==> config.mk <==
export PLATFORM = sky130hd
export DESIGN_NAME = lcc_config_regs
export DESIGN_NICKNAME = d
export VERILOG_FILES = /design/src/rtl/lcc_pkg.sv /design/src/rtl/lcc_sync3.sv /design/src/rtl/lcc_config_regs.sv
export SDC_FILE = /design/constraint.sdc
export NUM_CORES = 1
export LEC_CHECK = 0
export ABC_AREA = 1
export BUFFER_PORTS_ARGS = -buffer_cell sky130_fd_sc_hd__buf_4
export CELL_PAD_IN_SITES_DETAIL_PLACEMENT = 1
export CELL_PAD_IN_SITES_GLOBAL_PLACEMENT = 1
export CORE_MARGIN = 3
export CORE_UTILIZATION = 45
export CTS_BUF_LIST = sky130_fd_sc_hd__clkbuf_8
export CTS_CLUSTER_DIAMETER = 60
export DETAILED_ROUTE_END_ITERATION = 10
export PLACE_DENSITY = 0.93
export SLEW_MARGIN = 20
export SYNTH_ARGS = -nofsm -noshare
export SYNTH_HDL_FRONTEND = slang
export SYNTH_SLANG_ARGS = --single-unit
==> constraint.sdc <==
create_clock -name clock -period 2.42 [get_ports clock]
set_clock_uncertainty 0.2 [all_clocks]
set_input_delay 0 -clock clock [delete_from_list [all_inputs] [get_ports clock]]
set_output_delay 0 -clock clock [all_outputs]
set_load 0.03 [all_outputs]
==> src/rtl/lcc_pkg.sv <==
// constants for the lane conditioning configuration register bank
package lcc_pkg;
  localparam logic [7:0] OFS_SOFT_RESET     = 8'h00;
  localparam logic [7:0] OFS_LANE_POWER_DOWN_PIN      = 8'h01;
  localparam logic [7:0] OFS_POWER_DOWN_PIN_OVERRIDE  = 8'h02;
  localparam logic [7:0] OFS_PIN_OVERRIDE   = 8'h08;
  localparam logic [7:0] OFS_IDLE_RATE      = 8'h0e;
  localparam logic [7:0] OFS_EQUALIZER      = 8'h0f;
  localparam logic [7:0] OFS_OUTPUT_SWING   = 8'h10;
  localparam logic [7:0] OFS_STATUS_ROUTE   = 8'h4c;
  localparam int BIT_SOFT_RESET   = 0;
  localparam int BIT_RESET_GUARD  = 1;
  localparam int BIT_POWER_DOWN_PIN_OVR     = 0;
  localparam int BIT_RATE_OVR     = 2;
  localparam int BIT_IDLE_OVR     = 4;
  localparam int BIT_RATE_SEL     = 0;
  localparam int BIT_RATE_AUTO    = 1;
  localparam int BIT_IDLE_SEL     = 4;
  localparam int BIT_IDLE_AUTO    = 5;
  localparam int BIT_EQ_ENABLE    = 5;
  localparam logic [7:0] MASK_SOFT_RESET  = 8'h03;
  localparam logic [7:0] MASK_POWER_DOWN_PIN_OVR    = 8'h01;
  localparam logic [7:0] MASK_PIN_OVR     = 8'h14;
  localparam logic [7:0] MASK_IDLE_RATE   = 8'h33;
  localparam logic [7:0] MASK_EQUALIZER   = 8'h3f;
  localparam logic [7:0] MASK_SWING       = 8'h7f;
  localparam logic [7:0] RST_ZERO         = 8'h00;
  localparam logic [7:0] RST_EQUALIZER    = 8'h20;
  localparam logic [7:0] RST_SWING        = 8'h03;
  localparam logic [7:0] ROUTE_RATE_VALUE = 8'hc0;
  localparam logic [6:0] DEVICE_ADDR_BASE = 7'h50;
  localparam logic [7:0] READ_IDLE_VALUE  = 8'hff;
endpackage

==> src/rtl/lcc_sync3.sv <==
// three-stage synchroniser for a vector of pin inputs; change accepted when stages agree
`timescale 1ns/10ps
`default_nettype none
module lcc_sync3 #(
  parameter int WIDTH = 1
) (
  input  wire logic             clock,
  input  wire logic             sys_rst,
  input  wire logic [WIDTH-1:0] pin_in,
  output var  logic [WIDTH-1:0] level
);
  typedef struct packed {
    logic [WIDTH-1:0] s1;
    logic [WIDTH-1:0] s2;
    logic [WIDTH-1:0] s3;
    logic [WIDTH-1:0] lvl;
  } lcc_sync_t;
  lcc_sync_t st;
  lcc_sync_t next_st;
  always_comb begin
    next_st = st;
    next_st.s1 = pin_in;
    next_st.s2 = st.s1;
    next_st.s3 = st.s2;
    for (int i = 0; i < WIDTH; i++) begin
      if (st.s2[i] == st.s3[i]) begin
        next_st.lvl[i] = st.s3[i];
      end
    end
  end
  always_ff @(posedge clock) begin
    if (sys_rst) begin
      st <= '0;
    end else begin
      st <= next_st;
    end
  end
  assign level = st.lvl;
endmodule
`default_nettype wire

==> src/rtl/lcc_config_regs.sv <==
// serial-bus register bank controlling lane power, idle, rate, equalizer and swing
// Contract
// - soft reset bit restores defaults unless guarded
// - guard bit blocks soft reset requests
// - per-lane power-down bits, a-side high nibble
// - override bit ignores external power-down pin
// - override bit blocks external idle pin
// - override bit blocks external rate pin
// - idle auto bit, else forced idle
// - forced idle: zero mutes, one keeps on
// - rate auto bit, else forced rate
// - forced rate: zero low, one high
// - equalizer field: enable, gain stage, boost
// - equalizer defaults to enabled, gain stage and boost zero
// - output swing defaults to setting 3
// - status pin high for high rate
// - address, register, data bytes each acknowledged
`timescale 1ns/10ps
`default_nettype none
module lcc_config_regs
  import lcc_pkg::*;
#(
  parameter logic [3:0] ADDR_STRAP_DEFAULT = 4'h0
) (
  input  wire logic       clock,
  input  wire logic       sys_rst,
  input  wire logic       serial_config_enable,
  input  wire logic [3:0] addr_pins,
  input  wire logic       scl_in,
  input  wire logic       sda_in,
  output var  logic       sda_out,
  output var  logic       sda_oe_n,
  input  wire logic       power_down_pin,
  input  wire logic       idle_pin,
  input  wire logic       rate_pin,
  input  wire logic [3:0] lane_rate_detect,
  input  wire logic [3:0] lane_idle_detect,
  output var  logic [7:0] lane_power_off,
  output var  logic       lane0_muted,
  output var  logic       lane0_high_rate,
  output var  logic       lane0_eq_enable,
  output var  logic [1:0] lane0_gain_stage_field,
  output var  logic [2:0] lane0_boost_level_field,
  output var  logic [6:0] lane0_output_swing,
  output var  logic [1:0] rate_status_pin
);
  import lcc_pkg::*;

  typedef enum logic [2:0] {
    LCC_IDLE  = 3'b000,
    LCC_ADDR  = 3'b001,
    LCC_ACK   = 3'b010,
    LCC_RECV  = 3'b011,
    LCC_SEND  = 3'b100,
    LCC_MACK  = 3'b101,
    LCC_SKIP  = 3'b110
  } lcc_phase_t;

  typedef struct packed {
    lcc_phase_t phase;
    logic       scl_d;
    logic       sda_d;
    logic [7:0] shift;
    logic [3:0] bitcnt;
    logic [1:0] byte_no;
    logic       is_read;
    logic [7:0] reg_ptr;
    logic       sda_out;
    logic       sda_oe_n;
    logic [7:0] soft_reset_control;
    logic [7:0] lane_power_down;
    logic [7:0] power_down_override;
    logic [7:0] pin_control_override;
    logic [7:0] lane0_idle_rate_select;
    logic [7:0] lane0_equalizer;
    logic [7:0] lane0_output_swing;
    logic [7:0] status_route;
    logic [7:0] pwr;
    logic       muted;
    logic       high_rate;
    logic [1:0] rate_pin_out;
  } lcc_state_t;

  lcc_state_t st;
  lcc_state_t next_st;
  logic [2:0] pin_lvl;
  logic       scl_s;
  logic       sda_s;
  logic       cfg_en_s;
  logic [3:0] addr_s;

  // enable and address straps are pins too, so they share the filter
  lcc_sync3 #(.WIDTH(10)) u_sync (
    .clock   (clock),
    .sys_rst (sys_rst),
    .pin_in  ({scl_in, sda_in, serial_config_enable, addr_pins, power_down_pin, idle_pin,
               rate_pin}),
    .level   ({scl_s, sda_s, cfg_en_s, addr_s, pin_lvl})
  );

  function automatic logic [7:0] read_reg(input lcc_state_t s, input logic [7:0] a);
    case (a)
      OFS_SOFT_RESET:    read_reg = s.soft_reset_control;
      OFS_LANE_POWER_DOWN_PIN:     read_reg = s.lane_power_down;
      OFS_POWER_DOWN_PIN_OVERRIDE: read_reg = s.power_down_override;
      OFS_PIN_OVERRIDE:  read_reg = s.pin_control_override;
      OFS_IDLE_RATE:     read_reg = s.lane0_idle_rate_select;
      OFS_EQUALIZER:     read_reg = s.lane0_equalizer;
      OFS_OUTPUT_SWING:  read_reg = s.lane0_output_swing;
      OFS_STATUS_ROUTE:  read_reg = s.status_route;
      default:           read_reg = RST_ZERO;
    endcase
  endfunction

  function automatic lcc_state_t defaults(input lcc_state_t s);
    lcc_state_t d;
    d = s;
    d.soft_reset_control     = RST_ZERO;
    d.lane_power_down        = RST_ZERO;
    d.power_down_override    = RST_ZERO;
    d.pin_control_override   = RST_ZERO;
    d.lane0_idle_rate_select = RST_ZERO;
    d.lane0_equalizer        = RST_EQUALIZER;
    d.lane0_output_swing     = RST_SWING;
    d.status_route           = RST_ZERO;
    defaults = d;
  endfunction

  logic start_cond;
  logic stop_cond;
  logic scl_rise;
  logic scl_fall;
  logic addr_hit;
  logic power_down_pin_eff;
  logic idle_ctl;
  logic rate_ctl;

  always_comb begin
    start_cond = st.scl_d && scl_s && st.sda_d && !sda_s;
    stop_cond  = st.scl_d && scl_s && !st.sda_d && sda_s;
    scl_rise   = !st.scl_d && scl_s;
    scl_fall   = st.scl_d && !scl_s;
    addr_hit   = st.shift[7:1] == (DEVICE_ADDR_BASE | {3'h0, addr_s});
    next_st = st;
    next_st.scl_d = scl_s;
    next_st.sda_d = sda_s;
    // serial slave, active only in serial configuration mode
    if (!cfg_en_s || stop_cond) begin
      next_st.phase    = LCC_IDLE;
      next_st.sda_oe_n = 1'b1;
    end else if (start_cond) begin
      next_st.phase   = LCC_ADDR;
      next_st.bitcnt  = 4'h0;
      next_st.byte_no = 2'h0;
      next_st.sda_oe_n = 1'b1;
    end else begin
      case (st.phase)
        LCC_ADDR, LCC_RECV: begin
          if (scl_rise) begin
            next_st.shift  = {st.shift[6:0], sda_s};
            next_st.bitcnt = st.bitcnt + 4'h1;
          end else if (scl_fall && st.bitcnt == 4'h8) begin
            next_st.bitcnt = 4'h0;
            if (st.phase == LCC_ADDR) begin
              if (addr_hit) begin
                next_st.phase    = LCC_ACK;
                next_st.sda_out  = 1'b0;
                next_st.sda_oe_n = 1'b0;
                next_st.is_read  = st.shift[0];
                next_st.byte_no  = 2'h1;
              end else begin
                next_st.phase = LCC_SKIP;
              end
            end else begin
              next_st.phase    = LCC_ACK;
              next_st.sda_out  = 1'b0;
              next_st.sda_oe_n = 1'b0;
              if (st.byte_no == 2'h1) begin
                // register byte taken; the next byte is data
                next_st.reg_ptr = st.shift;
                next_st.byte_no = 2'h2;
              end else begin
                // value takes effect at data acknowledge
                case (st.reg_ptr)
                  OFS_SOFT_RESET: begin
                    next_st.soft_reset_control = st.shift & MASK_SOFT_RESET;
                    if (st.shift[BIT_SOFT_RESET] && !st.shift[BIT_RESET_GUARD]
                        && !st.soft_reset_control[BIT_RESET_GUARD]) begin
                      next_st = defaults(next_st);
                    end
                  end
                  OFS_LANE_POWER_DOWN_PIN:     next_st.lane_power_down = st.shift;
                  OFS_POWER_DOWN_PIN_OVERRIDE: next_st.power_down_override = st.shift & MASK_POWER_DOWN_PIN_OVR;
                  OFS_PIN_OVERRIDE:  next_st.pin_control_override = st.shift & MASK_PIN_OVR;
                  OFS_IDLE_RATE:     next_st.lane0_idle_rate_select = st.shift & MASK_IDLE_RATE;
                  OFS_EQUALIZER:     next_st.lane0_equalizer = st.shift & MASK_EQUALIZER;
                  OFS_OUTPUT_SWING:  next_st.lane0_output_swing = st.shift & MASK_SWING;
                  OFS_STATUS_ROUTE:  next_st.status_route = st.shift;
                  default:           next_st.reg_ptr = st.reg_ptr;
                endcase
              end
            end
          end
        end
        LCC_ACK: begin
          if (scl_fall) begin
            if (st.is_read) begin
              next_st.phase    = LCC_SEND;
              next_st.shift    = read_reg(st, st.reg_ptr);
              next_st.sda_out  = read_reg(st, st.reg_ptr) >> 7 != 8'h0;
              next_st.sda_oe_n = 1'b0;
              next_st.bitcnt   = 4'h0;
            end else begin
              next_st.phase    = LCC_RECV;
              next_st.sda_oe_n = 1'b1;
            end
          end
        end
        LCC_SEND: begin
          if (scl_fall) begin
            next_st.bitcnt = st.bitcnt + 4'h1;
            if (st.bitcnt == 4'h7) begin
              next_st.phase    = LCC_MACK;
              next_st.sda_oe_n = 1'b1;
            end else begin
              next_st.shift   = {st.shift[6:0], 1'b0};
              next_st.sda_out = st.shift[6];
            end
          end
        end
        LCC_MACK: begin
          if (scl_rise) begin
            next_st.phase = LCC_SKIP;
          end
        end
        LCC_IDLE, LCC_SKIP: begin
          next_st.sda_oe_n = 1'b1;
        end
        default: begin
          next_st.phase    = LCC_IDLE;
          next_st.sda_oe_n = 1'b1;
        end
      endcase
    end
    power_down_pin_eff = pin_lvl[2] && !st.power_down_override[BIT_POWER_DOWN_PIN_OVR];
    // per-lane power bits, a-side in bits 7:4
    next_st.pwr = st.lane_power_down | {8{power_down_pin_eff}};
    idle_ctl = st.lane0_idle_rate_select[BIT_IDLE_AUTO] ? lane_idle_detect[0]
             : !st.lane0_idle_rate_select[BIT_IDLE_SEL];
    next_st.muted = st.pin_control_override[BIT_IDLE_OVR] ? idle_ctl : pin_lvl[1];
    rate_ctl = st.lane0_idle_rate_select[BIT_RATE_AUTO] ? lane_rate_detect[0]
             : st.lane0_idle_rate_select[BIT_RATE_SEL];
    next_st.high_rate = st.pin_control_override[BIT_RATE_OVR] ? rate_ctl : pin_lvl[0];
    if (st.status_route == ROUTE_RATE_VALUE) begin
      next_st.rate_pin_out = {lane_rate_detect[1] | lane_rate_detect[3],
                              lane_rate_detect[0] | lane_rate_detect[2]};
    end else begin
      next_st.rate_pin_out = 2'h0;
    end
  end

  always_ff @(posedge clock) begin
    if (sys_rst) begin
      st <= defaults('0);
      st.sda_oe_n <= 1'b1;
      st.sda_out  <= 1'b1;
      // match the cleared synchroniser so no false edge follows reset
      st.scl_d    <= 1'b0;
      st.sda_d    <= 1'b0;
    end else begin
      st <= next_st;
    end
  end

  assign sda_out                 = st.sda_out;
  assign sda_oe_n                = st.sda_oe_n;
  assign lane_power_off          = st.pwr;
  assign lane0_muted             = st.muted;
  assign lane0_high_rate         = st.high_rate;
  assign lane0_eq_enable         = st.lane0_equalizer[BIT_EQ_ENABLE];
  assign lane0_gain_stage_field  = st.lane0_equalizer[4:3];
  assign lane0_boost_level_field = st.lane0_equalizer[2:0];
  // swing field, reserved top bit excluded
  assign lane0_output_swing      = st.lane0_output_swing[6:0];
  assign rate_status_pin         = st.rate_pin_out;

  a_lane_power_map: assert property (@(posedge clock) disable iff (sys_rst)
    ##1 ($past(st.lane_power_down) & ~st.pwr) == 8'h0) else $error("lane power mismatch");
  a_power_down_pin_override: assert property (@(posedge clock) disable iff (sys_rst)
    st.power_down_override[0] && st.lane_power_down == 8'h0 |=> st.pwr == 8'h0)
    else $error("power pin not ignored");
  // idle pin governs while not overridden
  a_idle_pin_ctl: assert property (@(posedge clock) disable iff (sys_rst)
    !st.pin_control_override[BIT_IDLE_OVR] |=> st.muted == $past(pin_lvl[1]))
    else $error("idle pin lost control");
  // forced mute when the idle pin is overridden
  a_forced_mute: assert property (@(posedge clock) disable iff (sys_rst)
    st.pin_control_override[BIT_IDLE_OVR] && st.lane0_idle_rate_select[5:4] == 2'b00
    |=> st.muted) else $error("forced mute lost");
  a_forced_rate: assert property (@(posedge clock) disable iff (sys_rst)
    st.pin_control_override[2] && st.lane0_idle_rate_select[1:0] == 2'b01 |=> st.high_rate)
    else $error("forced rate lost");
  a_eq_default: assert property (@(posedge clock)
    $past(sys_rst) |-> st.lane0_equalizer == 8'h20) else $error("eq default wrong");
  a_swing_default: assert property (@(posedge clock)
    $past(sys_rst) |-> lane0_output_swing == 7'h03) else $error("swing default wrong");
  // stored guard keeps other registers through a reset request
  a_guard_blocks: assert property (@(posedge clock) disable iff (sys_rst)
    st.phase == LCC_RECV && st.byte_no == 2'h2 && st.reg_ptr == OFS_SOFT_RESET
    && st.soft_reset_control[BIT_RESET_GUARD] |=> $stable(st.lane0_output_swing))
    else $error("guard failed");
  a_rate_status: assert property (@(posedge clock) disable iff (sys_rst)
    st.status_route != 8'hc0 |=> rate_status_pin == 2'h0) else $error("status leaked");
  a_ack_low: assert property (@(posedge clock) disable iff (sys_rst)
    st.phase == LCC_ACK |-> !st.sda_oe_n && !st.sda_out) else $error("ack not low");
  c_write_seen: cover property (@(posedge clock) st.phase == LCC_RECV && st.byte_no == 2'h2);
  c_read_seen: cover property (@(posedge clock) st.phase == LCC_SEND);
  c_route_on: cover property (@(posedge clock) st.status_route == 8'hc0);
endmodule
`default_nettype wire

Word level (Yosys, flattened, before mapping). Index checks and enable logic that the tools add are counted.

$add $sub $neg: 1. Equality and inequality tests: 65. Muxes and demuxes: 84. Bitwise operators: 10. Reductions and logical operators: 51.

Operators by type and width (number): 106-bit two-way mux (7); 78-bit two-way mux (7); 20-bit two-way mux (6); 17-bit two-way mux (7); 8-bit case mux with 2 select lines (7); 89-bit two-way mux (1); 76-bit two-way mux (1); 70-bit two-way mux (1); 8-bit case mux with 8 select lines (1); 9-bit AND reduction (7); 12-bit two-way mux (5); 8-bit by 6-bit != test with 1-bit output (second input constant) (7); 12-bit case mux with 3 select lines (1); 3-bit != test (second input constant) (11); 8-bit two-way mux (4); 10-bit two-way mux (3); 3-bit two-way mux (9); 26-bit two-way mux (1); 8-bit by 4-bit equality test with 1-bit output (second input constant) (3); 2-bit != test (second input constant) (12); 8-bit AND reduction (3); 7-bit AND reduction (3); 10-bit AND reduction (2); 3-bit case mux with 5 select lines (1); other kinds (41) (101).

Register bits after elaboration: 146. Bits of input ports: 20. Logic and storage cells: 247.

Logic depth before layout (Yosys ltp).
Depth after elaboration: 29. Depth in mapped cells: 13.

By module. Synthesis repeated with hierarchy kept, for this count alone.

Cells, all modules: 885. Area, all modules: 5893.2 µm².

Modules (own cells, without submodules): lcc_config_regs (instances 1, cells an instance 741, area an instance 4628.2 µm², seq. area each 1601.5 µm²); lcc_sync3 (instances 1, cells an instance 144, area an instance 1265.0 µm², seq. area each 800.8 µm²).

Worst setup path after synthesis. OpenSTA, ideal clock, no wires.

Kind: register -> register. Start: reg st[89] (netlist bit). End: reg st[63] (netlist bit). Arrival: 1475 ps. Setup slack: 619 ps. Stages on the path, launching flop included: 11. Period minus slack after synthesis: 1801 ps. Cell sequence: dfxtp_1 > inv_1 > ha_1 > nand3_1 > nor3_4 > nand2_2 > nor2_4 > buf_6 > nand3_2 > inv_2 > o22ai_1.

Word-level cells in the longest chain between the ends: 4.

RTL lines: start: declaration (RTL line lcc_config_regs.sv:84) `lcc_state_t st;`; start signal: assignment (RTL line lcc_config_regs.sv:264) `st <= defaults('0);`; start signal: assignment (RTL line lcc_config_regs.sv:271) `st <= next_st;`; 4-bit equality test * (RTL line lcc_config_regs.sv:162) `end else if (scl_fall && st.bitcnt == 4'h8) begin`; 1-bit logical AND * (RTL line lcc_config_regs.sv:162); 8-bit by 6-bit != test with 1-bit output (no line), or another cell as far along; 9-bit AND reduction (no line) *.

Every way passes the cells marked *; elsewhere a longest branch is shown, timed or not. A chain may end at the register's enable or synchronous reset.

Final worst setup path.
Start: reg st[89] (netlist bit). End: reg st[40] (netlist bit).

Same word-level chain as after synthesis.

==> impl_metrics.json <==
{
  "status": "finished, final reports clean",
  "min_from": "lane_rate_detect[3]",
  "hold_violations": 0,
  "slew_violations": 0,
  "hold_path.class": "input port to flip-flop",
  "setup_viol_count_final": 0,
  "tightest_slew_ns": 0.623,
  "drtAntennaViolNets": 0,
  "synth_top_area_cell": "dfxtp_1",
  "start_util_pct": 46.4,
  "first_iter_violations": 382,
  "power_frac_comb_pct": 3.0,
  "first_pass_iters": 5,
  "stdcell_count": 1053,
  "remaining_drc_errors": 0,
  "vias": 5701,
  "critical_path_required_ns": 2.54,
  "fin_setup_tns_ns": 0,
  "fmax_mhz": 421,
  "die_w_um": 118,
  "cp_max_fo": 6,
  "clk_latency_ns": 0.45,
  "synth_area_um2": 5600,
  "hold_ws_ns": 0.116,
  "gr-total-overflow": 0,
  "final_common_cell": "nand2_1",
  "antenna_found_initial": 0,
  "ys_seq_elements": 120,
  "rows": 40,
  "synth.area.top_cells": "dfxtp_1 43%, nand2_1 12%, nand3_1 8.5%",
  "gp_congestion": 0.951,
  "min_path_cells": 3,
  "maxCapViolCount": 0,
  "clock-sinks": 120,
  "startpoint": "st[89]$_SDFFE_PP0P_",
  "clock_path_buffers": 2,
  "n_antenna_cell": 0,
  "via_per_inst": 5.41,
  "syn_avg_cell_area_um2": 6.99,
  "multi_input_area_um2": 2540,
  "core_area_um2": 12100,
  "root_buffer": "clkbuf_8",
  "routed_wirelength_mm": 18.6,
  "final_design_area_no_fill_um2": 6790,
  "cts_tree": "done",
  "grt_pass1_vias": 5960,
  "die_h_um": 118,
  "finalCritPeriodShare_pct": 98.2,
  "grtUsageTotal_pct": 26.7,
  "mostFrequentLayoutCells": "172 x nand2_1, 119 x dfxtp_1, 116 x nor2_1, 101 x inv_1, 94 x nand3_1",
  "syn_inst": 801,
  "clock_power_share_pct": 48.9,
  "wire_per_inst_um": 17.7,
  "synth_warnings": 0,
  "area_growth_pct": 21.4,
  "dpl.hpwl_mm": 12.9,
  "htreeDepth": 4,
  "end_kind": "flip-flop",
  "synth_fp_nets": 823,
  "cp-start-kind": "flip-flop",
  "placed_area_um2": 6010,
  "ios": 47,
  "r2r_start": "st[89]$_SDFFE_PP0P_",
  "port_buffers": 43,
  "cts-buffers-inserted": 17,
  "yosys.area.top_type_share_pct": 42.9,
  "dp.cells": 988,
  "grt_max_degree": 31,
  "die_area_um2": 13800,
  "nets": 896,
  "pwr-share-seq_pct": 48.1,
  "grt_pass1_wl_mm": 29.5,
  "timing.slew.headroom_pct": 58.3,
  "switching_share_pct": 21.2,
  "synth_edf_count": 0,
  "p_leak_nw": 3.04,
  "critical_path_class": "flip-flop to flip-flop",
  "arrival_ns": 2.50,
  "max-vdd-ir-drop_v": 0.000391,
  "seqCellArea_um2": 2400,
  "synth_seq_area_share_pct": 42.9,
  "worst-r2r-cell-count": 11,
  "async_flop_share_pct": 0,
  "p_sw_w": 0.000885,
  "min_period_ns": 2.38,
  "netlist-cell-type-count": 40,
  "power_w": 0.00417,
  "pwr_density_cell_nw_per_um2": 613,
  "synth_flop_cell": "dfxtp_1",
  "fillers": 1575,
  "power.internal_w": 0.00328,
  "path_clk_slew_ns": 0.07,
  "drive_gt1_share_pct": 15.1
}
-- power by group through the flow --
stage          Combinational [W]  Sequential, W  Clock [W]
2_1_floorplan          0.0000497        0.00205          0
3_3_place_gp           0.0000844        0.00205          0
3_5_place_dp           0.0000892        0.00205          0
4_1_cts                 0.000121        0.00200    0.00205
5_1_grt                 0.000138        0.00201    0.00215
6_report                0.000124        0.00200    0.00204
-- path summary, 6_finish.rpt --
kind,end,slack [ns]
worst max register to register,st[40]$_SDFFE_PP0P_,0.04
worst min register to register,u_sync.next_st[18]$_SDFF_PP0_,0.21
worst min-delay path,rate_status_pin[1]$_SDFF_PP0_,0.12
worst max-delay path,st[40]$_SDFFE_PP0P_,0.04
-- worst max-delay path, stage by stage (launching register included) --
cell and delay, ns:
dfxtp_1 0.34, inv_1 0.11, ha_1 0.19, nand3_2 0.10, nor3_4 0.32, nand2_2 0.14
nor2_4 0.25, buf_4 0.18, buf_4 0.11, o211ai_2 0.11, nand3_1 0.11, o21ai_1 0.08
-- per-layer routing --
layer  global-route usage [%]  share of wire (%)
met1                     29.8                 40
met2                     48.6                 52
met3                     5.48                5.0
met4                     12.5                3.3
met5                        0                  0
-- kinds of logic after synthesis --
family | after synthesis | share of synthesized area, %
AO/OA/AOI/OAI | 113 | 11.7
XOR/XNOR | 2 | 0.313
AND/OR/NAND/NOR | 416 | 32.5
adder cells (fa/ha/maj) | 2 | 0.447
buffers and inverters | 148 | 12.1
flip-flops | 120 | 42.9
-- stage by stage --
stage | worst slack (ns) | util [%]
global placement | 0.290 | 49.8
floorplan | 0.619 | -
global route | -0.0446 | 56.3
finish | 0.0425 | 56.3
detailed placement | 0.104 | 49.8
CTS | 0.0592 | 55.6
-- Yosys cell counts, types with 2 or more instances --
library cell    n
buf_6           2
a31oi_1         2
nand2_1       174
nor2_4          4
nand4_1         8
buf_4          26
a211oi_1        4
o21ai_2         2
buf_2           4
clkbuf_1        6
ha_1            2
dfxtp_1       120
o211ai_4        2
nor2_2          2
nand2_4         3
inv_2           4
o211ai_2        2
o21ai_0        31
o21a_1          2
nand3_1        95
o22ai_1         6
nand2_2         5
inv_1          99
o211ai_1        3
nor2_1        116
o21ai_1        19
nand3_2         3
a21oi_1        39
buf_1           5
-- registers in the layout, indices dropped and copies added (netlist names) --
name and cells:
lane_power_off 8, u_sync.st 10, lane0_eq_enable 1, lane0_gain_stage_field 2, u_sync.next_st 20, sda_out 1, u_sync.level 10, sda_oe_n 1
lane0_output_swing 7, rate_status_pin 2, st 53, lane0_boost_level_field 3, lane0_high_rate 1, lane0_muted 1
-- layout make-up --
cell class	instances	share of cell area (%)
tap	168	3.09
clock buffer	18	3.65
clock inverter	12	2.73
multi-input combinational	533	37.4
sequential	120	35.4
timing repair buffer	97	11.9
inverter	105	5.86
-- repair_timing --
item,in CTS,in global routing
setup endpoints to repair,0,36
gates resized for setup,0,7
hold endpoints to repair,51,0
hold buffers,27,0
buffers inserted,0,8
Note: power is estimated with default switching activity, not from simulation.
